`config.mk`:
```
export PLATFORM = sky130hd
export DESIGN_NAME = axis_interface
export DESIGN_NICKNAME = d
export VERILOG_FILES = /design/src/hdl/axis_pkg.sv /design/src/hdl/enc_decoder.sv /design/src/hdl/axis_interface.sv
export VERILOG_INCLUDE_DIRS = /design/src /design/src/hdl
export SDC_FILE = /design/constraint.sdc
export NUM_CORES = 1
export LEC_CHECK = 0
export BUFFER_PORTS_ARGS = -buffer_cell sky130_fd_sc_hd__buf_2
export CORE_MARGIN = 10
export CORE_UTILIZATION = 30
export CTS_CLUSTER_DIAMETER = 60
export CTS_CLUSTER_SIZE = 10
export DETAILED_ROUTE_END_ITERATION = 10
export PLACE_DENSITY_LB_ADDON = 0.1
export SETUP_SLACK_MARGIN = 0.15
export SLEW_MARGIN = 20
export SYNTH_ARGS = -nofsm -noshare
export SYNTH_HDL_FRONTEND = slang
export SYNTH_SLANG_ARGS = --single-unit
```
`constraint.sdc`:
```
create_clock -name ref_clk_i -period 20 [get_ports ref_clk_i]
set_input_delay 2 -clock ref_clk_i [delete_from_list [all_inputs] [get_ports ref_clk_i]]
set_output_delay 2 -clock ref_clk_i [all_outputs]
set_load 0.005 [all_outputs]
```
`src/hdl/axis_cfg.svh`:
```
`ifndef AXIS_CFG_SVH
`define AXIS_CFG_SVH

// Register word offsets on the plain register port
`define REG_CTRL        4'h0
`define REG_MODE        4'h1
`define REG_KICK        4'h2
`define REG_STATUS      4'h3
`define REG_POS0        4'h4
`define REG_POS1        4'h5
`define REG_IDXPOS0     4'h6
`define REG_IDXPOS1     4'h7
`define REG_WD_TIMEOUT  4'h8

// Control register fields
`define CTRL_SERVO_HERE 0
`define CTRL_MOTOR_OFF  1
`define CTRL_DIFF_EN    2
`define CTRL_IDX_CLR    3
`define CTRL_PULSE_DIR0 4
`define CTRL_PULSE_DIR1 5

// Mode register codes
`define MODE_SERVO      2'h0
`define MODE_STEPPER    2'h1
`define MODE_COMMUTATE  2'h2

// Watchdog service key
`define WD_KEY          16'h5a5a

// Encoder rate limits
`define ENC_MAX_CYC_HZ  3000000
`define ENC_MAX_CNT_HZ  12000000
`define CLK_HZ          100000000
// Least cycles between two quadrature edges
`define ENC_MIN_CYC     ((`CLK_HZ + `ENC_MAX_CNT_HZ - 1) / `ENC_MAX_CNT_HZ)

// Watchdog default timeout, 10 ms in microseconds
`define WD_TIMEOUT_US   10000
`define WD_TIMEOUT_CYC  (`WD_TIMEOUT_US * (`CLK_HZ / 1000000))

// Step pulse width in cycles
`define STEP_WIDTH      8'h04

`endif

```
`src/hdl/axis_pkg.sv`:
```
package axis_pkg;
  typedef enum logic [1:0] {
    WD_POWERUP,
    WD_RUN,
    WD_TRIP
  } wd_state_t;

  typedef logic [31:0] pos_t;
endpackage

```
`src/hdl/enc_decoder.sv`:
```
`timescale 1ns/1ns
`include "axis_cfg.svh"

module enc_decoder
  import axis_pkg::*;
#(
  parameter int POS_W = 32
) (
  input  wire logic             ref_clk_i,
  input  wire logic             sys_rst_i,
  input  wire logic             enc_phase_a_i,
  input  wire logic             enc_phase_a_n_i,
  input  wire logic             enc_phase_b_i,
  input  wire logic             enc_phase_b_n_i,
  input  wire logic             enc_index_i,
  input  wire logic             diff_en_i,
  input  wire logic             pulse_dir_i,
  input  wire logic             idx_clr_i,
  output logic [POS_W-1:0]      pos_o,
  output logic [POS_W-1:0]      idx_pos_o,
  output logic                  idx_seen_o
);

  logic             a_in;
  logic             b_in;
  logic [1:0]       ab_r;
  logic [1:0]       ab_nxt;
  logic             idx_r;
  logic             idx_nxt;
  logic [POS_W-1:0] pos_r;
  logic [POS_W-1:0] pos_nxt;
  logic [POS_W-1:0] idx_pos_r;
  logic [POS_W-1:0] idx_pos_nxt;
  logic             idx_seen_r;
  logic             idx_seen_nxt;
  logic             up;
  logic             dn;
  logic             prime_r;
  logic             prime_nxt;

  // Differential pairs count only when both halves agree
  always_comb begin
    if (diff_en_i) begin
      a_in = enc_phase_a_i & ~enc_phase_a_n_i;
      b_in = enc_phase_b_i & ~enc_phase_b_n_i;
    end else begin
      a_in = enc_phase_a_i;
      b_in = enc_phase_b_i;
    end
  end

  // Gray order gives four counts per cycle, direction from phase order
  always_comb begin
    up = 1'b0;
    dn = 1'b0;
    ab_nxt = {a_in, b_in};
    idx_nxt = enc_index_i;
    prime_nxt = 1'b1;
    if (pulse_dir_i) begin
      // Step on rising a edge, b is direction
      up = a_in & ~ab_r[1] & b_in;
      dn = a_in & ~ab_r[1] & ~b_in;
    end else begin
      unique case ({ab_r, a_in, b_in})
        4'b0001, 4'b0111, 4'b1110, 4'b1000: up = 1'b1;
        4'b0010, 4'b1011, 4'b1101, 4'b0100: dn = 1'b1;
        default: ;
      endcase
    end
    // First cycle after reset only loads history; a parked phase is no step
    if (!prime_r) begin
      up = 1'b0;
      dn = 1'b0;
    end
    pos_nxt = pos_r;
    if (up) begin
      pos_nxt = pos_r + POS_W'(1);
    end else if (dn) begin
      pos_nxt = pos_r - POS_W'(1);
    end
    idx_pos_nxt = idx_pos_r;
    idx_seen_nxt = idx_seen_r;
    if (idx_clr_i) begin
      idx_seen_nxt = 1'b0;
    end
    // Index edge latches the count as reference; set wins over clear
    if (prime_r & enc_index_i & ~idx_r) begin
      idx_pos_nxt = pos_nxt;
      idx_seen_nxt = 1'b1;
    end
  end

  // Decoder state registers; every clock samples so 12 MHz edges are caught
  always_ff @(posedge ref_clk_i or posedge sys_rst_i) begin
    if (sys_rst_i) begin
      ab_r       <= 2'h0;
      idx_r      <= 1'b0;
      pos_r      <= '0;
      idx_pos_r  <= '0;
      idx_seen_r <= 1'b0;
      prime_r    <= 1'b0;
    end else begin
      ab_r       <= ab_nxt;
      idx_r      <= idx_nxt;
      pos_r      <= pos_nxt;
      idx_pos_r  <= idx_pos_nxt;
      idx_seen_r <= idx_seen_nxt;
      prime_r    <= prime_nxt;
    end
  end

  assign pos_o      = pos_r;
  assign idx_pos_o  = idx_pos_r;
  assign idx_seen_o = idx_seen_r;

  // Quadrature up step from 00 to 01 moves the count by exactly one
  chk_quad_step: assert property (@(posedge ref_clk_i) disable iff (sys_rst_i)
    (prime_r && !pulse_dir_i && ab_r == 2'b00 && {a_in, b_in} == 2'b01) |=> pos_r == $past(pos_r) + POS_W'(1))
    else $error("quadrature up step not counted");

  chk_index_latch: assert property (@(posedge ref_clk_i) disable iff (sys_rst_i)
    (prime_r && enc_index_i && !idx_r) |=> idx_seen_r && idx_pos_r == pos_r)
    else $error("index edge did not latch position");

  chk_pulse_dir: assert property (@(posedge ref_clk_i) disable iff (sys_rst_i)
    (prime_r && pulse_dir_i && a_in && !ab_r[1] && !b_in) |=> pos_r == $past(pos_r) - POS_W'(1))
    else $error("pulse with low direction did not count down");

  chk_diff_reject: assert property (@(posedge ref_clk_i) disable iff (sys_rst_i)
    (diff_en_i && enc_phase_a_i && enc_phase_a_n_i) |-> !a_in)
    else $error("invalid differential pair accepted");

endmodule

```
`src/hdl/axis_interface.sv`:
```
`timescale 1ns/1ns
`include "axis_cfg.svh"


module axis_interface
  import axis_pkg::*;
#(
  parameter int          POS_W       = 32,
  parameter int          NUM_AXES    = 2,
  parameter logic [31:0] WD_TIMEOUT  = `WD_TIMEOUT_CYC
) (
  input  wire logic                ref_clk_i,
  input  wire logic                sys_rst_i,
  input  wire logic [3:0]          reg_addr_i,
  input  wire logic [31:0]         reg_wdata_i,
  input  wire logic                reg_wr_i,
  input  wire logic                reg_rd_i,
  output logic [31:0]              reg_rdata_o,
  input  wire logic [NUM_AXES-1:0] enc_phase_a_i,
  input  wire logic [NUM_AXES-1:0] enc_phase_a_n_i,
  input  wire logic [NUM_AXES-1:0] enc_phase_b_i,
  input  wire logic [NUM_AXES-1:0] enc_phase_b_n_i,
  input  wire logic [NUM_AXES-1:0] enc_index_i,
  input  wire logic                stepper_jumper_i,
  input  wire logic                motor_off_default_i,
  input  wire logic [15:0]         motor_cmd_i,
  output logic                     amp_enable_out_o,
  output logic [NUM_AXES-1:0]      axis_error_o,
  output logic [15:0]              dac0_o,
  output logic [15:0]              dac1_o,
  output logic                     dac1_en_o,
  output logic                     step_o,
  output logic                     dir_o,
  output logic [1:0]               axis_slots_o
);

  ////////////////////////////////////////////////////////////////////////////
  // Encoder decoders, one per axis

  logic             diff_en_r;
  logic [1:0]       pulse_dir_r;
  logic             idx_clr_pulse;
  logic [POS_W-1:0] pos     [NUM_AXES];
  logic [POS_W-1:0] idx_pos [NUM_AXES];
  logic [NUM_AXES-1:0] idx_seen;

  for (genvar g = 0; g < NUM_AXES; g++) begin : g_axis
    enc_decoder #(
      .POS_W (POS_W)
    ) u_dec (
      .ref_clk_i       (ref_clk_i),
      .sys_rst_i       (sys_rst_i),
      .enc_phase_a_i   (enc_phase_a_i[g]),
      .enc_phase_a_n_i (enc_phase_a_n_i[g]),
      .enc_phase_b_i   (enc_phase_b_i[g]),
      .enc_phase_b_n_i (enc_phase_b_n_i[g]),
      .enc_index_i     (enc_index_i[g]),
      .diff_en_i       (diff_en_r),
      .pulse_dir_i     (pulse_dir_r[g % 2]),
      .idx_clr_i       (idx_clr_pulse),
      .pos_o           (pos[g]),
      .idx_pos_o       (idx_pos[g]),
      .idx_seen_o      (idx_seen[g])
    );
  end

  ////////////////////////////////////////////////////////////////////////////
  // Configuration registers and strap capture

  logic        servo_here_cmd_r;
  logic        servo_here_cmd_nxt;
  logic        mo_strap_r;
  logic        mo_strap_nxt;
  logic        strap_done_r;
  logic        strap_done_nxt;
  logic [1:0]  motor_type_cmd_r;
  logic [1:0]  motor_type_cmd_nxt;
  logic        diff_en_nxt;
  logic [1:0]  pulse_dir_nxt;
  logic [31:0] wd_timeout_r;
  logic [31:0] wd_timeout_nxt;
  logic        wr_ctrl;
  logic        kick;

  assign wr_ctrl       = reg_wr_i && reg_addr_i == `REG_CTRL;
  assign kick          = reg_wr_i && reg_addr_i == `REG_KICK && reg_wdata_i[15:0] == `WD_KEY;
  assign idx_clr_pulse = wr_ctrl && reg_wdata_i[`CTRL_IDX_CLR];

  // Strap caught one cycle after reset release, not under the reset
  always_comb begin
    strap_done_nxt     = 1'b1;
    mo_strap_nxt       = strap_done_r ? mo_strap_r : motor_off_default_i;
    servo_here_cmd_nxt = servo_here_cmd_r;
    if (!strap_done_r) begin
      // Without the motor-off jumper the servo comes up on
      servo_here_cmd_nxt = ~motor_off_default_i;
    end
    diff_en_nxt        = diff_en_r;
    pulse_dir_nxt      = pulse_dir_r;
    motor_type_cmd_nxt = motor_type_cmd_r;
    wd_timeout_nxt     = wd_timeout_r;
    if (wr_ctrl) begin
      if (reg_wdata_i[`CTRL_SERVO_HERE]) begin
        servo_here_cmd_nxt = 1'b1;
      end else if (reg_wdata_i[`CTRL_MOTOR_OFF]) begin
        servo_here_cmd_nxt = 1'b0;
      end
      diff_en_nxt   = reg_wdata_i[`CTRL_DIFF_EN];
      pulse_dir_nxt = reg_wdata_i[`CTRL_PULSE_DIR1:`CTRL_PULSE_DIR0];
    end
    if (reg_wr_i && reg_addr_i == `REG_MODE) begin
      motor_type_cmd_nxt = reg_wdata_i[1:0];
    end
    if (reg_wr_i && reg_addr_i == `REG_WD_TIMEOUT) begin
      wd_timeout_nxt = reg_wdata_i;
    end
  end

  // Configuration flops
  always_ff @(posedge ref_clk_i or posedge sys_rst_i) begin
    if (sys_rst_i) begin
      strap_done_r     <= 1'b0;
      mo_strap_r       <= 1'b0;
      servo_here_cmd_r <= 1'b0;
      diff_en_r        <= 1'b0;
      pulse_dir_r      <= 2'h0;
      motor_type_cmd_r <= `MODE_SERVO;
      wd_timeout_r     <= WD_TIMEOUT;
    end else begin
      strap_done_r     <= strap_done_nxt;
      mo_strap_r       <= mo_strap_nxt;
      servo_here_cmd_r <= servo_here_cmd_nxt;
      diff_en_r        <= diff_en_nxt;
      pulse_dir_r      <= pulse_dir_nxt;
      motor_type_cmd_r <= motor_type_cmd_nxt;
      wd_timeout_r     <= wd_timeout_nxt;
    end
  end

  ////////////////////////////////////////////////////////////////////////////
  // Watchdog: power-up hold, run, latched trip

  wd_state_t   wd_state_r;
  wd_state_t   wd_state_nxt;
  logic [31:0] wd_cnt_r;
  logic [31:0] wd_cnt_nxt;

  // The first service ends power-up; a missed one trips for good
  always_comb begin
    wd_state_nxt = wd_state_r;
    wd_cnt_nxt   = wd_cnt_r;
    unique case (wd_state_r)
      WD_POWERUP: begin
        wd_cnt_nxt = 32'h0;
        if (kick && strap_done_r) begin
          wd_state_nxt = WD_RUN;
        end
      end
      WD_RUN: begin
        if (kick) begin
          wd_cnt_nxt = 32'h0;
        end else if (wd_cnt_r >= wd_timeout_r - 32'h1) begin
          wd_state_nxt = WD_TRIP;
        end else begin
          wd_cnt_nxt = wd_cnt_r + 32'h1;
        end
      end
      WD_TRIP: begin
        wd_state_nxt = WD_TRIP; // Only reset leaves here
      end
      default: begin
        wd_state_nxt = WD_TRIP;
      end
    endcase
  end

  // Watchdog flops
  always_ff @(posedge ref_clk_i or posedge sys_rst_i) begin
    if (sys_rst_i) begin
      wd_state_r <= WD_POWERUP;
      wd_cnt_r   <= 32'h0;
    end else begin
      wd_state_r <= wd_state_nxt;
      wd_cnt_r   <= wd_cnt_nxt;
    end
  end

  ////////////////////////////////////////////////////////////////////////////
  // Output mode selection and pin drive

  logic                amp_en_r;
  logic                amp_en_nxt;
  logic [NUM_AXES-1:0] err_r;
  logic [NUM_AXES-1:0] err_nxt;
  logic [15:0]         dac0_r;
  logic [15:0]         dac0_nxt;
  logic [15:0]         dac1_r;
  logic [15:0]         dac1_nxt;
  logic                dac1_en_r;
  logic                dac1_en_nxt;
  logic                step_r;
  logic                step_nxt;
  logic                dir_r;
  logic                dir_nxt;
  logic [1:0]          slots_r;
  logic [1:0]          slots_nxt;
  logic [7:0]          step_cnt_r;
  logic [7:0]          step_cnt_nxt;
  logic [15:0]         step_acc_r;
  logic [15:0]         step_acc_nxt;
  logic                stepper_mode;
  logic                commutate_mode;
  logic                wd_ok;

  // Stepper needs both the jumper and the motor-type command
  assign stepper_mode   = stepper_jumper_i && motor_type_cmd_r == `MODE_STEPPER;
  assign commutate_mode = motor_type_cmd_r == `MODE_COMMUTATE;
  assign wd_ok          = wd_state_r == WD_RUN;

  // Drive values; analog word reused as step rate in stepper mode
  always_comb begin
    amp_en_nxt   = wd_ok && servo_here_cmd_r;
    err_nxt      = wd_ok ? '0 : '1;
    dac0_nxt     = 16'h0;
    dac1_nxt     = 16'h0;
    dac1_en_nxt  = 1'b0;
    step_nxt     = 1'b0;
    dir_nxt      = dir_r;
    step_cnt_nxt = step_cnt_r;
    step_acc_nxt = step_acc_r;
    // Two-axis build keeps both slots even when one axis commutates
    slots_nxt    = NUM_AXES > 1 ? 2'h2 : 2'h1;
    if (amp_en_nxt) begin
      if (stepper_mode) begin
        // Analog command held off, step and direction drive the pins
        dir_nxt = motor_cmd_i[15];
        if (step_cnt_r != 8'h0) begin
          step_cnt_nxt = step_cnt_r - 8'h1;
          step_nxt     = 1'b1;
        end else begin
          {step_nxt, step_acc_nxt} = {1'b0, step_acc_r} + {1'b0, motor_cmd_i[15] ? -motor_cmd_i : motor_cmd_i};
          if (step_nxt) begin
            step_cnt_nxt = `STEP_WIDTH - 8'h1;
          end
        end
      end else if (commutate_mode) begin
        // Second DAC carries the second phase
        dac0_nxt    = motor_cmd_i;
        dac1_nxt    = -motor_cmd_i;
        dac1_en_nxt = 1'b1;
      end else begin
        dac0_nxt = motor_cmd_i;
      end
    end
  end

  // Output flops
  always_ff @(posedge ref_clk_i or posedge sys_rst_i) begin
    if (sys_rst_i) begin
      amp_en_r   <= 1'b0;
      err_r      <= '1;
      dac0_r     <= 16'h0;
      dac1_r     <= 16'h0;
      dac1_en_r  <= 1'b0;
      step_r     <= 1'b0;
      dir_r      <= 1'b0;
      slots_r    <= 2'h0;
      step_cnt_r <= 8'h0;
      step_acc_r <= 16'h0;
    end else begin
      amp_en_r   <= amp_en_nxt;
      err_r      <= err_nxt;
      dac0_r     <= dac0_nxt;
      dac1_r     <= dac1_nxt;
      dac1_en_r  <= dac1_en_nxt;
      step_r     <= step_nxt;
      dir_r      <= dir_nxt;
      slots_r    <= slots_nxt;
      step_cnt_r <= step_cnt_nxt;
      step_acc_r <= step_acc_nxt;
    end
  end

  assign amp_enable_out_o = amp_en_r;
  assign axis_error_o     = err_r;
  assign dac0_o           = dac0_r;
  assign dac1_o           = dac1_r;
  assign dac1_en_o        = dac1_en_r;
  assign step_o           = step_r;
  assign dir_o            = dir_r;
  assign axis_slots_o     = slots_r;

  ////////////////////////////////////////////////////////////////////////////
  // Register read port, data one cycle after the strobe

  logic [31:0] rdata_r;
  logic [31:0] rdata_nxt;

  // Unmapped addresses read zero
  always_comb begin
    rdata_nxt = 32'h0;
    if (reg_rd_i) begin
      unique case (reg_addr_i)
        `REG_CTRL:       rdata_nxt = {26'h0, pulse_dir_r, 1'b0, diff_en_r, ~servo_here_cmd_r, servo_here_cmd_r};
        `REG_MODE:       rdata_nxt = {30'h0, motor_type_cmd_r};
        `REG_STATUS:     rdata_nxt = {24'h0, slots_r, stepper_mode, idx_seen[0], mo_strap_r,
                                      wd_state_r == WD_TRIP, wd_ok, amp_en_r};
        `REG_POS0:       rdata_nxt = 32'(pos[0]);
        `REG_POS1:       rdata_nxt = 32'(pos[NUM_AXES-1]);
        `REG_IDXPOS0:    rdata_nxt = 32'(idx_pos[0]);
        `REG_IDXPOS1:    rdata_nxt = 32'(idx_pos[NUM_AXES-1]);
        `REG_WD_TIMEOUT: rdata_nxt = wd_timeout_r;
        default:         rdata_nxt = 32'h0;
      endcase
    end
  end

  // Read data flop
  always_ff @(posedge ref_clk_i or posedge sys_rst_i) begin
    if (sys_rst_i) begin
      rdata_r <= 32'h0;
    end else begin
      rdata_r <= rdata_nxt;
    end
  end

  assign reg_rdata_o = rdata_r;

  ////////////////////////////////////////////////////////////////////////////
  // Checks

  chk_trip_latched: assert property (@(posedge ref_clk_i) disable iff (sys_rst_i)
    wd_state_r == WD_TRIP |=> wd_state_r == WD_TRIP && !amp_en_r)
    else $error("watchdog trip released without reset");

  chk_amp_err_tie: assert property (@(posedge ref_clk_i) disable iff (sys_rst_i)
    !wd_ok |=> !amp_en_r && err_r == '1)
    else $error("amp enable or error wrong while watchdog not running");

  chk_wd_timeout: assert property (@(posedge ref_clk_i) disable iff (sys_rst_i)
    (wd_ok && !kick && wd_cnt_r == wd_timeout_r - 32'h1) |=> wd_state_r == WD_TRIP)
    else $error("watchdog did not trip on timeout");

  chk_amp_run: assert property (@(posedge ref_clk_i) disable iff (sys_rst_i)
    (wd_ok && servo_here_cmd_r) |=> amp_en_r)
    else $error("amp enable low in normal run");

  chk_stepper_gate: assert property (@(posedge ref_clk_i) disable iff (sys_rst_i)
    step_r |-> $past(stepper_jumper_i) && $past(motor_type_cmd_r) == `MODE_STEPPER)
    else $error("step pulse without jumper and command");

  chk_step_analog_off: assert property (@(posedge ref_clk_i) disable iff (sys_rst_i)
    $past(stepper_mode) |-> dac0_r == 16'h0)
    else $error("analog command live in stepper mode");

  chk_commutate_dac: assert property (@(posedge ref_clk_i) disable iff (sys_rst_i)
    (amp_en_nxt && commutate_mode && !stepper_mode) |=> dac1_en_r)
    else $error("second dac not enabled in commutation");

  chk_motor_off_hold: assert property (@(posedge ref_clk_i) disable iff (sys_rst_i)
    (!servo_here_cmd_r && strap_done_r) |=> !amp_en_r)
    else $error("amp enabled before servo-here");

endmodule

```
## Word-level counts from Yosys, hierarchy flattened

Cells that the tools add are included.

- Bits of input ports: 68
- Output and inout bits: 72
- Register bits after elaboration: 303
- Logic and storage cells: 172

- Reduce and logical (&&, ||, !) cells: 24
- Eq/ne operators: 33
- Muxes and demuxes: 50
- Bitwise logic cells: 27
- Add/sub/neg operators: 9
- Magnitude comparators: 1

Operators with widths:

| kind | count |
|---|---|
| $pmux W32 S8 | 1 |
| $mux W32 | 7 |
| $add A32 B1 Y32 const B | 3 |
| $mux W16 | 6 |
| $sub A32 B1 Y32 const B | 3 |
| $pmux W32 S2 | 1 |
| $eq A4 B4 Y1 const B | 9 |
| $eq A4 B3 Y1 const B | 8 |
| $ge A32 B32 Y1 | 1 |
| $mux W1 | 28 |
| $add A16 B16 Y17 | 1 |
| $eq A16 B15 Y1 const B | 1 |
| $eq A4 B2 Y1 const B | 4 |
| $mux W8 | 2 |
| $neg A16 Y16 | 1 |
| $reduce_or A4 Y1 | 4 |
| $and A1 B1 Y1 | 14 |
| $not A1 Y1 | 13 |
| $eq A4 B1 Y1 const B | 3 |
| $logic_and A1 B1 Y1 | 9 |
| $reduce_and A3 Y1 | 3 |
| $mux W2 | 4 |
| $reduce_bool A8 Y1 | 1 |
| $sub A8 B1 Y8 const B | 1 |
| other kinds (10) | 16 |

## Longest topological paths before layout

Gate-level depths: netlist of run 1.

- Depth after elaboration: 10
- Mapped depth: 18
- Mapped depth without buffers: 16

## Hierarchy

From an unflattened synthesis of run 1, not the netlist that was laid out.

- Cell total of the unflattened synthesis: 1721
- Area, all modules: 17425.5 sq um

By module, submodules not included:

| module | seq. area each (sq um) | cells each | times used | area an instance (sq um) |
|---|---|---|---|---|
| axis_interface | 4189.0 | 1056 | 1 | 10257.3 |
| enc_decoder at g_axis[0].u_dec | 1726.7 | 335 | 1 | 3597.2 |
| enc_decoder at g_axis[1].u_dec | 1726.7 | 330 | 1 | 3570.9 |

## Worst setup path after synthesis of run 1

OpenSTA, ideal clock, no wires.

- Path type: in2reg
- Start point: input port motor_cmd_i[0]
- End point: register step_cnt_r[6]
- Library setup time: 0.125 ns
- Stages: 15
- Data required time: 19.875 ns
- Data arrival time: 5.758 ns
- Path buffers: 0
- Slack: 14.117 ns
- Path through: inv_1 > ha_1 > or3b_4 > or4b_4 > or3_1 > or2_2 > o21ai_0 > xnor2_1 > ha_1 > and4_1 > nand3_1 > or3_1 > a41oi_2 > nand4_1 > mux2_2

- Longest elaborated chain between the ends: 5

RTL lines:

| element | line | RTL |
|---|---|---|
| from (decl) | axis_interface.sv:26 | `input wire logic [15:0] motor_cmd_i,` |
| $neg A16 Y16 | axis_interface.sv:241 | `{step_nxt, step_acc_nxt} = {1'b0, step_acc_r} + {1'b0, motor_cmd_i[15] ? -motor_cmd_i : motor_cmd_i};` |
| $mux W16 * | axis_interface.sv:241 |  |
| $add A16 B16 Y17 * | axis_interface.sv:241 |  |
| $reduce_bool A2 Y1 (no line) * | n/a |  |
| $reduce_and A3 Y1 (no line) * | n/a |  |
| to (signal assigned) | axis_interface.sv:279 | `step_cnt_r <= step_cnt_nxt;` |
| to (decl) | axis_interface.sv:207 | `logic [7:0] step_cnt_r;` |

Every way passes the cells marked *; elsewhere a longest branch is shown, timed or not.
A chain may end at the register's enable or synchronous reset.

## Worst setup path in the final report of run 1

Same ends and word-level chain as after synthesis.

==> run metrics, run 1 <==
I/O pin count 140; Pwr Density 98.6 nW/µm²; status finished clean; post-synthesis average cell area 10.5 µm²; layout cells sized above 1 23.4%; total negative slack 0 ps; hold_buf cts 0; CP max FO 8; reg2reg path depth 12; IO Port Bufs 138; largest net degree at the start of global routing 121; RR Endpoint wd_cnt_r[19]$_DFFE_PP0P_; die width 259 µm; PostCTS Resize Cnt 0; CTS tree yes; drt initial violations 911; worst slew pin tran 1150 ps; Avg WL per Cell 21.8 µm; Max Cap Viol 0; Root Driver clkbuf_16; Nets 1875; Die H 259 µm; setup bufs post-CTS 0; die area 67100 µm²; number of synthesized flops with an enable pin 0; flops & latches, synth 302; Gate power share 18.1%; Syn-to-layout area delta 17.1%; CTS buffer count 44; Post-DP Area 18600 µm²; r2r startpoint wd_timeout_r[8]$_DFFE_PP0P_; Slew Limit Fails 0; Routed WL 55.2 mm; R2R Setup Slk 15050 ps; Core ar. 56500 µm²; Pint 0.00135 W; Peak Freq 0.172 GHz; final estimated routing congestion in global placement 0.848; Post-Syn Area 17100 µm²; vias in the first global route 13600; worst skew pair latency 590 ps; antenna cells 0; Setup CP Type input port to register; most frequent cells in the layout dfrtp_1 (294), buf_2 (138), nand2_1 (125); critical path capture point type register; GRT Util Overall 16.4%; Antenna Nets Post-Route 0; Setup-failing EPs final 0; H-tree Lvls 2; Worst Path Required 20460 ps; Synthesis Warnings 0; post-route clock period utilization 29.1%; headroom to the max-slew limit 23.4%; initial antenna violation count 11; Starting Density 30.4%; Core Util, Final 35.6%; crit path time final 5820 ps; clock power share 40.3%; first-pass GRT wire length 85.5 mm; fill count 5697; dpl ws 13580 ps; critical path launch point type input port; DRT Pass-1 Iters 7; RSZ-0062 raised after global routing no; deepest clock path buffer count 3; Final Hold Violating Endpoints 0; worst hold path type register to register; Synth Instances 1634; worst setup path start motor_cmd_i[0]; Net Count, Synth 1761; DRC Markers 0; post-synthesis sequential area ratio 44.1%; design area 20100 µm²; crit path DAT 6290 ps; asr flop ratio synth 100%; leak pwr 8.85 nW; num rows 87; Max IR drop VDD 0.0000544 V; worst setup path endpoint step_cnt_r[6]$_DFFE_PP0P_; commonest non-fill, non-tap cell in the layout dfrtp_1; sw frac 31.8%; count of cell types in the netlist 98; P_sw 0.000629 W; worst setup margin 14180 ps; clk sinks 302; gr ovfl total 0; Final HPWL DP 41.2 mm; Synth Flop Type dfrtp_1; Via density 5.26; Max Clock Skew 31.1 ps; Sequential Power Share 41.6%; Worst-path clk slew 60 ps; via count 13300
## metal layers
layer / share of wire (%) / up-vias / GRT usage, %
met3: 6.2 / 90 / 3.63
met5: 0.20 / - / 0
met4: 3.0 / 16 / 5.80
li1: - / 6271 / -
met1: 47 / 6609 / 22.4
met2: 44 / 334 / 25.0
## worst max-delay path: stages
cell and delay, ps:
buf_2 120, inv_1 90, ha_1 200, or3b_4 420, or4b_4 530, or3_1 360
or2_2 330, o21ai_0 210, xnor2_1 90, ha_1 360, and4_1 290, nand3_1 80
or3_1 330, a41oi_2 420, nand4_1 160, mux2_2 290
## kinds of logic (layout without fill, tap and decap cells)
| group | Yosys count | count (layout) | synth area share [%] |
|---|---|---|---|
| xor gates and xnor gates | 130 | 130 | 6.68 |
| AOI/OAI and AO/OA | 315 | 315 | 14.4 |
| adders and majority gates | 59 | 59 | 4.35 |
| buffers and inverters | 135 | 278 | 3.23 |
| and+or+nand+nor | 531 | 531 | 16.4 |
| other | 2 | 2 | 0.0438 |
| muxes | 160 | 160 | 10.8 |
| DFF | 302 | 302 | 44.1 |
## power by group through the flow
| stage | registers, W | logic, W | clock network (W) |
|---|---|---|---|
| 6_report | 0.000824 | 0.000358 | 0.000798 |
| 5_1_grt | 0.000839 | 0.000401 | 0.000847 |
| 4_1_cts | 0.000825 | 0.000360 | 0.000823 |
| 3_5_place_dp | 0.000835 | 0.000358 | 0 |
| 3_3_place_gp | 0.000833 | 0.000354 | 0 |
| 2_1_floorplan | 0.000764 | 0.000294 | 0 |
## how the worst min path moves through the flow
stage | startpoint | end | slack, ps | cells past startpoint
global route | step_acc_r[0]$_DFFE_PP0P_ | step_acc_r[0]$_DFFE_PP0P_ | 500 | 2
finish | mo_strap_r$_DFFE_PP0N_ | mo_strap_r$_DFFE_PP0N_ | 480 | 2
detailed placement | mo_strap_r$_DFFE_PP0N_ | mo_strap_r$_DFFE_PP0N_ | 470 | 2
global placement | mo_strap_r$_DFFE_PP0N_ | mo_strap_r$_DFFE_PP0N_ | 470 | 2
CTS | mo_strap_r$_DFFE_PP0N_ | mo_strap_r$_DFFE_PP0N_ | 480 | 2
floorplan | g_axis[0].u_dec.idx_seen_o$_DFFE_PP0P_ | g_axis[0].u_dec.idx_seen_o$_DFFE_PP0P_ | 450 | 2
## Yosys cell counts (6+ instances only)
cell       number  area (µm²)
o2111ai_1      10        87.6
mux2_2        114        1280
o32ai_1        10        87.6
o21ai_0        47         235
and3_1         21         131
nor2_1        119         447
clkbuf_1       54         203
nor4b_1         7        61.3
nand4_1        22         138
dfstp_2         8         210
buf_1          13        48.8
a22oi_1        19         143
a21o_1         14         105
ha_1           58         726
nor2b_1         6        37.5
and4_1          7        61.3
o41ai_1         6        52.6
a21oi_1        39         195
o22ai_1        10        62.6
dfrtp_1       294        7360
nand2b_1       27         169
xnor2_1        85         744
xor2_1         44         385
a22o_1         18         158
nand2_1       125         469
or2_2           8        50.1
o211ai_1       18         135
a31oi_1        12        75.1
nand3b_1        7        52.6
nor4_1         22         138
and2_1         28         175
mux4_2          8         180
nor3_1         42         210
buf_2          17        85.1
a222oi_1       19         190
inv_1          41         154
mux2i_1        35         350
a211oi_1       11        82.6
or3_1          24         150
a32oi_1        14         123
nand3_1        31         155
## final cells by class
| class | count | area, µm² | area share, % |
|---|---|---|---|
| inverter | 44 | 174 | 0.866 |
| clock buffer | 56 | 1210 | 6.01 |
| tap | 756 | 946 | 4.71 |
| multi-input combinational | 1197 | 9070 | 45.1 |
| timing repair buffer | 159 | 848 | 4.22 |
| clock inverter | 19 | 277 | 1.38 |
| sequential | 302 | 7570 | 37.7 |
## state kept, by name (all words and copies together), names as in the netlist, 2 cells and up
register,cells
g_axis.u_dec.idx_pos_o,64
g_axis.u_dec.pos_o,64
reg_rdata_o,32
wd_cnt_r,32
wd_timeout_r,32
dac0_o,16
dac1_o,16
step_acc_r,16
step_cnt_r,8
g_axis.u_dec.ab_r,4
g_axis.u_dec.idx_r,2
motor_type_cmd_r,2
pulse_dir_r,2
wd_state_r,2
## per-stage QoR
| stage | instances | power (W) | hold slack [ps] |
|---|---|---|---|
| 2_1_floorplan | 1634 | 0.00106 | 446 |
| 3_3_place_gp | 2458 | 0.00119 | 466 |
| 3_5_place_dp | 2458 | 0.00119 | 466 |
| 4_1_cts | 2533 | 0.00201 | 482 |
| 5_1_grt | 2533 | 0.00209 | 502 |
| 6_report | 2533 | 0.00198 | 479 |
Power figures use the tool's default switching activity.
==> run 2, diff against run 1 <==
Clock period 20 ns to 5.4 ns, I/O delays scaled along.
==> run 2 against run 1 <==
- global-route usage is essentially flat
- cell area is essentially flat
- hold slack lost 400 ps
- critical endpoint is now wd_cnt_r[19]$_DFFE_PP0P_
==> run metrics, run 2 (same netlist as run 1, synthesis figures left out) <==
GRT Util Overall 16.4%; Worst Path Required 5890 ps; num rows 87; critical path launch point type register; Peak Freq 0.207 GHz; Core ar. 56500 µm²; worst setup path start wd_timeout_r[8]$_DFFE_PP0P_; Crit path top cell by count o211ai_1; Reg area 7570 µm²; final estimated routing congestion in global placement 0.846; RSZ-0062 raised after global routing no; DRT Pass-1 Iters 5; Syn-to-layout area delta 17.0%; worst setup path endpoint wd_cnt_r[19]$_DFFE_PP0P_; Avg WL per Cell 22.2 µm; deepest clock path buffer count 3; Buf/Inv on CP 0; gr ovfl total 0; reg2reg path depth 12; worst hold path type input port to asynchronous set/reset pin; R2R Setup Slk 560 ps; Nets 1881; CP peak stage delay 620 ps; Core Util, Final 35.5%; die area 67100 µm²; initial antenna violation count 10; Slew Limit Fails 0; DRC Markers 0; setup bufs post-CTS 0; Max Cap Viol 0; CP cell instances or4_1, nor4_1, nand3_1, xor2_1, ha_1, a21o_1, a211oi_1, o211ai_1, o31ai_1, o211ai_1, a2111oi_0, mux2i_1; Worst-path clk slew 60 ps; Final Hold Violating Endpoints 0; clk sinks 302; total negative slack 0 ps; Pwr Density 360 nW/µm²; I/O pin count 140; vias in the first global route 13300; status finished clean; Routed WL 56.2 mm; Die H 259 µm; drt initial violations 1011; commonest non-fill, non-tap cell in the layout dfrtp_1; CP max FO 8; r2r startpoint wd_timeout_r[8]$_DFFE_PP0P_; die width 259 µm; CP Depth 12; worst skew pair latency 570 ps; largest net degree at the start of global routing 159; crit-path leading delay family compound AO/OA/AOI/OAI gates; headroom to the max-slew limit 26.4%; Final HPWL DP 41.4 mm; via count 13300; Antenna Nets Post-Route 0; antenna cells 0; Via density 5.25; RR Endpoint wd_cnt_r[19]$_DFFE_PP0P_; fill count 5642; Max Clock Skew 20.0 ps; Max IR drop VDD 0.000231 V; worst slew pin tran 1100 ps; Setup CP Type register to register; IO Port Bufs 138; critical path capture point type register; Root Driver clkbuf_16; Setup-failing EPs final 0; H-tree Lvls 2; first-pass GRT wire length 85.2 mm; leak pwr 8.85 nW; crit path time final 4840 ps; CTS buffer count 44; Starting Density 30.4%; crit path DAT 5330 ps; Slowest cell on crit path a2111oi_0; layout cells sized above 1 23.6%; multi-input logic area 9050 µm²; CTS tree yes; post-route clock period utilization 89.7%; most frequent cells in the layout dfrtp_1 (294), buf_2 (138), nand2_1 (125)
==> run 2: worst min-delay path by stage <==
stage,to,start,cells after the start,slack [ps]
2_1_floorplan,g_axis[0].u_dec.idx_seen_o$_DFFE_PP0P_,g_axis[0].u_dec.idx_seen_o$_DFFE_PP0P_,2,450
3_3_place_gp,mo_strap_r$_DFFE_PP0N_,mo_strap_r$_DFFE_PP0N_,2,470
3_5_place_dp,g_axis[0].u_dec.idx_seen_o$_DFFE_PP0P_,g_axis[0].u_dec.idx_seen_o$_DFFE_PP0P_,2,470
4_1_cts,g_axis[0].u_dec.idx_pos_o[0]$_DFFE_PP0P_,sys_rst_i,2,80
5_1_grt,g_axis[0].u_dec.idx_r$_DFF_PP0_,enc_index_i[0],1,90
6_report,g_axis[0].u_dec.idx_pos_o[0]$_DFFE_PP0P_,sys_rst_i,2,80
==> run 2: metrics by stage <==
step           cell area, µm²  instances  total power (W)  setup WS, ps  hold slack (ps)
3_5_place_dp            18700       2464          0.00443           453              467
6_report                20100       2535          0.00722           559             75.7
4_1_cts                 20100       2535          0.00734           515             75.7
3_3_place_gp            18700       2464          0.00440           521              467
5_1_grt                 20100       2535          0.00761           186             86.7
2_1_floorplan           17200       1634          0.00392           852              446
==> run 2: layout make-up <==
cell class	count	area share (%)
repair buffers	165	4.58
well taps	756	4.71
multi-input cells	1197	45.1
flip-flops and latches	302	37.7
clock inverters	18	1.02
inverters	44	0.848
clock buffers	53	6.02
==> run 2: what timing repair did <==
action / CTS / global route
setup endpoints to repair: 0 / 1
hold buffers: 0 / 0
gates resized for setup: 0 / 1
==> run 2: per-layer routing <==
layer	wire (µm)	track usage (%)	share of wire, %
met1	26000	22.4	46
met5	80	0	0.14
met2	25000	25.1	45
met4	1620	5.20	2.9
met3	3400	4.06	6.1
==> run 2: report_power, final <==
group          switching [W]  leakage (nW)  total, W  internal (W)
Clock                0.00112         0.681   0.00284       0.00173
Combinational       0.000736          4.18   0.00134      0.000600
Sequential          0.000458          3.99   0.00304       0.00259
Total                0.00231          8.85   0.00722       0.00491
==> run 3, diff against run 2 <==
--- a/config.mk
+++ b/config.mk
@@ -14,2 +14,3 @@
 export DETAILED_ROUTE_END_ITERATION = 10
+export GPL_TIMING_DRIVEN = 1
 export PLACE_DENSITY_LB_ADDON = 0.1
@@ -20 +21,2 @@
 export SYNTH_SLANG_ARGS = --single-unit
+export TNS_END_PERCENT = 1
==> constraint.sdc (replaced) <==
create_clock -name ref_clk_i -period 5.4 [get_ports ref_clk_i]
set_input_delay 0 -clock ref_clk_i [delete_from_list [all_inputs] [get_ports ref_clk_i]]
set_output_delay 0 -clock ref_clk_i [all_outputs]
set_load 0.005 [all_outputs]
==> run 3 against run 2 <==
- setup slack improved by 180 ps
- via count grew 2.7%
- register-to-register slack improved by 180 ps
- flip-flop and latch count stayed put
- first-iteration DRC count fell by 3.2%
- cell area increased by 2.7%
- sequential power about the same
- non-clock buffer count up 61
- fmax is 3.9% higher
==> run metrics, run 3 (same netlist as run 1, synthesis figures left out) <==
status finished clean; Routed WL 56.3 mm; post-route clock period utilization 86.3%; critical path launch point type register; Nets 1940; Worst Path Required 5890 ps; headroom to the max-slew limit 22.9%; Avg WL per Cell 21.7 µm; final estimated routing congestion in global placement 0.828; Buf/Inv on CP 0; largest net degree at the start of global routing 163; Antenna Nets Post-Route 0; RSZ-0062 raised after global routing no; leak pwr 9.07 nW; first-pass GRT wire length 87.7 mm; Max Clock Skew 32.2 ps; Max Cap Viol 0; RR Endpoint wd_cnt_r[19]$_DFFE_PP0P_; hold depth 2; DRT Pass-1 Iters 5; deepest clock path buffer count 3; Setup CP Type register to register; Power, Total 0.00711 W; initial antenna violation count 4; Slowest cell on crit path a2111oi_0; Slew Limit Fails 0; Setup-failing EPs final 0; drt initial violations 979; P_sw 0.00225 W; CTS buffer count 42; clock power share 37.9%; H-tree Lvls 2; layout cells sized above 1 22.3%; crit-path leading delay family simple AND/OR/NAND/NOR gates; gr ovfl total 0; fill count 5637; CP max FO 8; Hold Path Sink g_axis[1].u_dec.idx_r$_DFF_PP0_; dpl ws 432 ps; num rows 87; Root Driver clkbuf_16; Gate power share 19.3%; total negative slack 0 ps; die width 259 µm; sw frac 31.7%; Final Hold Violating Endpoints 0; CP peak stage delay 620 ps; worst setup margin 739 ps; Peak Freq 0.215 GHz; antenna cells 0; Hold Crit Start enc_index_i[1]; critical path capture point type register; Via density 5.27; Syn-to-layout area delta 20.1%; R2R Setup Slk 740 ps; vias in the first global route 13900; I/O pin count 140; commonest non-fill, non-tap cell in the layout dfrtp_1; via count 13700; Worst-path clk slew 60 ps; crit path time final 4660 ps; worst slew pin tran 1150 ps; clk sinks 302; setup bufs post-CTS 0; Pint 0.00485 W; r2r startpoint wd_timeout_r[8]$_DFFE_PP0P_; Max IR drop VDD 0.000202 V; IO Port Bufs 138; Core ar. 56500 µm²; reg2reg path depth 14; Starting Density 30.4%; worst skew pair latency 570 ps; Sequential Power Share 42.8%; CTS tree yes; GRT Util Overall 16.7%; CP cell instances or4_1, nor4_2, nand3_1, nor2_1, nand3_1, nor3_1, xnor2_1, ha_1, a21oi_1, nor2_1, a211oi_1, o211ai_1, a2111oi_0, mux2i_1; die area 67100 µm²; crit path DAT 5150 ps; worst hold path type input port to register; Pwr Density 345 nW/µm²; Die H 259 µm; Final HPWL DP 41.0 mm; DRC Markers 0; most frequent cells in the layout dfrtp_1 (294), buf_2 (138), nand2_1 (125)
==> run 3: cell count changes in the layout (fill, tap and decap cells not counted), sizes merged <==
cell	delta
inv	-3
dlygate4sd3	+64
clkinvlp	-5
clkinv	+3
clkbuf	+3
buf	-3
==> run 3: per-stage QoR <==
step | utilization, % | hold slack, ps | area (µm²) | cells
3_5_place_dp | 33.0 | 130 | 18600 | 2461
6_report | 36.5 | 101 | 20600 | 2594
3_3_place_gp | 33.0 | 125 | 18600 | 2461
5_1_grt | 36.5 | 116 | 20600 | 2594
4_1_cts | 36.4 | 74.0 | 20600 | 2594
2_1_floorplan | - | 31.4 | 17200 | 1634
==> run 3: how the worst max path moves through the flow <==
stage / cells after the start / slack, ps / to / from
after floorplan: 1 / 1390 / amp_enable_out_o$_DFF_PP0_ / sys_rst_i
after CTS: 15 / 390 / wd_cnt_r[1]$_DFFE_PP0P_ / wd_timeout_r[8]$_DFFE_PP0P_
final: 14 / 740 / wd_cnt_r[19]$_DFFE_PP0P_ / wd_timeout_r[8]$_DFFE_PP0P_
after global placement: 15 / 500 / wd_cnt_r[1]$_DFFE_PP0P_ / wd_timeout_r[8]$_DFFE_PP0P_
after global routing: 14 / 300 / wd_cnt_r[19]$_DFFE_PP0P_ / wd_timeout_r[8]$_DFFE_PP0P_
after detailed placement: 15 / 430 / wd_cnt_r[1]$_DFFE_PP0P_ / wd_timeout_r[8]$_DFFE_PP0P_
==> run 3: power by group through the flow <==
stage	logic [W]	registers [W]	clock network (W)
2_1_floorplan	0.00109	0.00283	0
3_3_place_gp	0.00132	0.00308	0
3_5_place_dp	0.00134	0.00309	0
4_1_cts	0.00138	0.00305	0.00279
5_1_grt	0.00153	0.00310	0.00288
6_report	0.00137	0.00304	0.00269
==> run 3: final cells by class <==
cell class | count | area (µm²) | share of cell area (%)
clock buffer | 56 | 1150 | 5.61
clock inverter | 13 | 163 | 0.790
inverter | 44 | 170 | 0.826
multi-input combinational | 1197 | 9060 | 44.0
sequential | 302 | 7570 | 36.7
tap | 756 | 946 | 4.59
timing repair buffer | 226 | 1540 | 7.46
==> run 3: layer usage <==
| metal | vias up | global-route usage [%] | share of wire (%) |
|---|---|---|---|
| met4 | 6 | 5.15 | 2.5 |
| met3 | 76 | 2.91 | 5.2 |
| met1 | 6851 | 22.9 | 47 |
| li1 | 6403 | - | - |
| met2 | 347 | 26.3 | 46 |
| met5 | - | 0 | 0.076 |
==> run 3: what timing repair did <==
action                                 CTS  global route
setup endpoints to repair                0             1
resized for setup                        0             1
hold buffers                            64             0
endpoints found under the hold margin  111             0
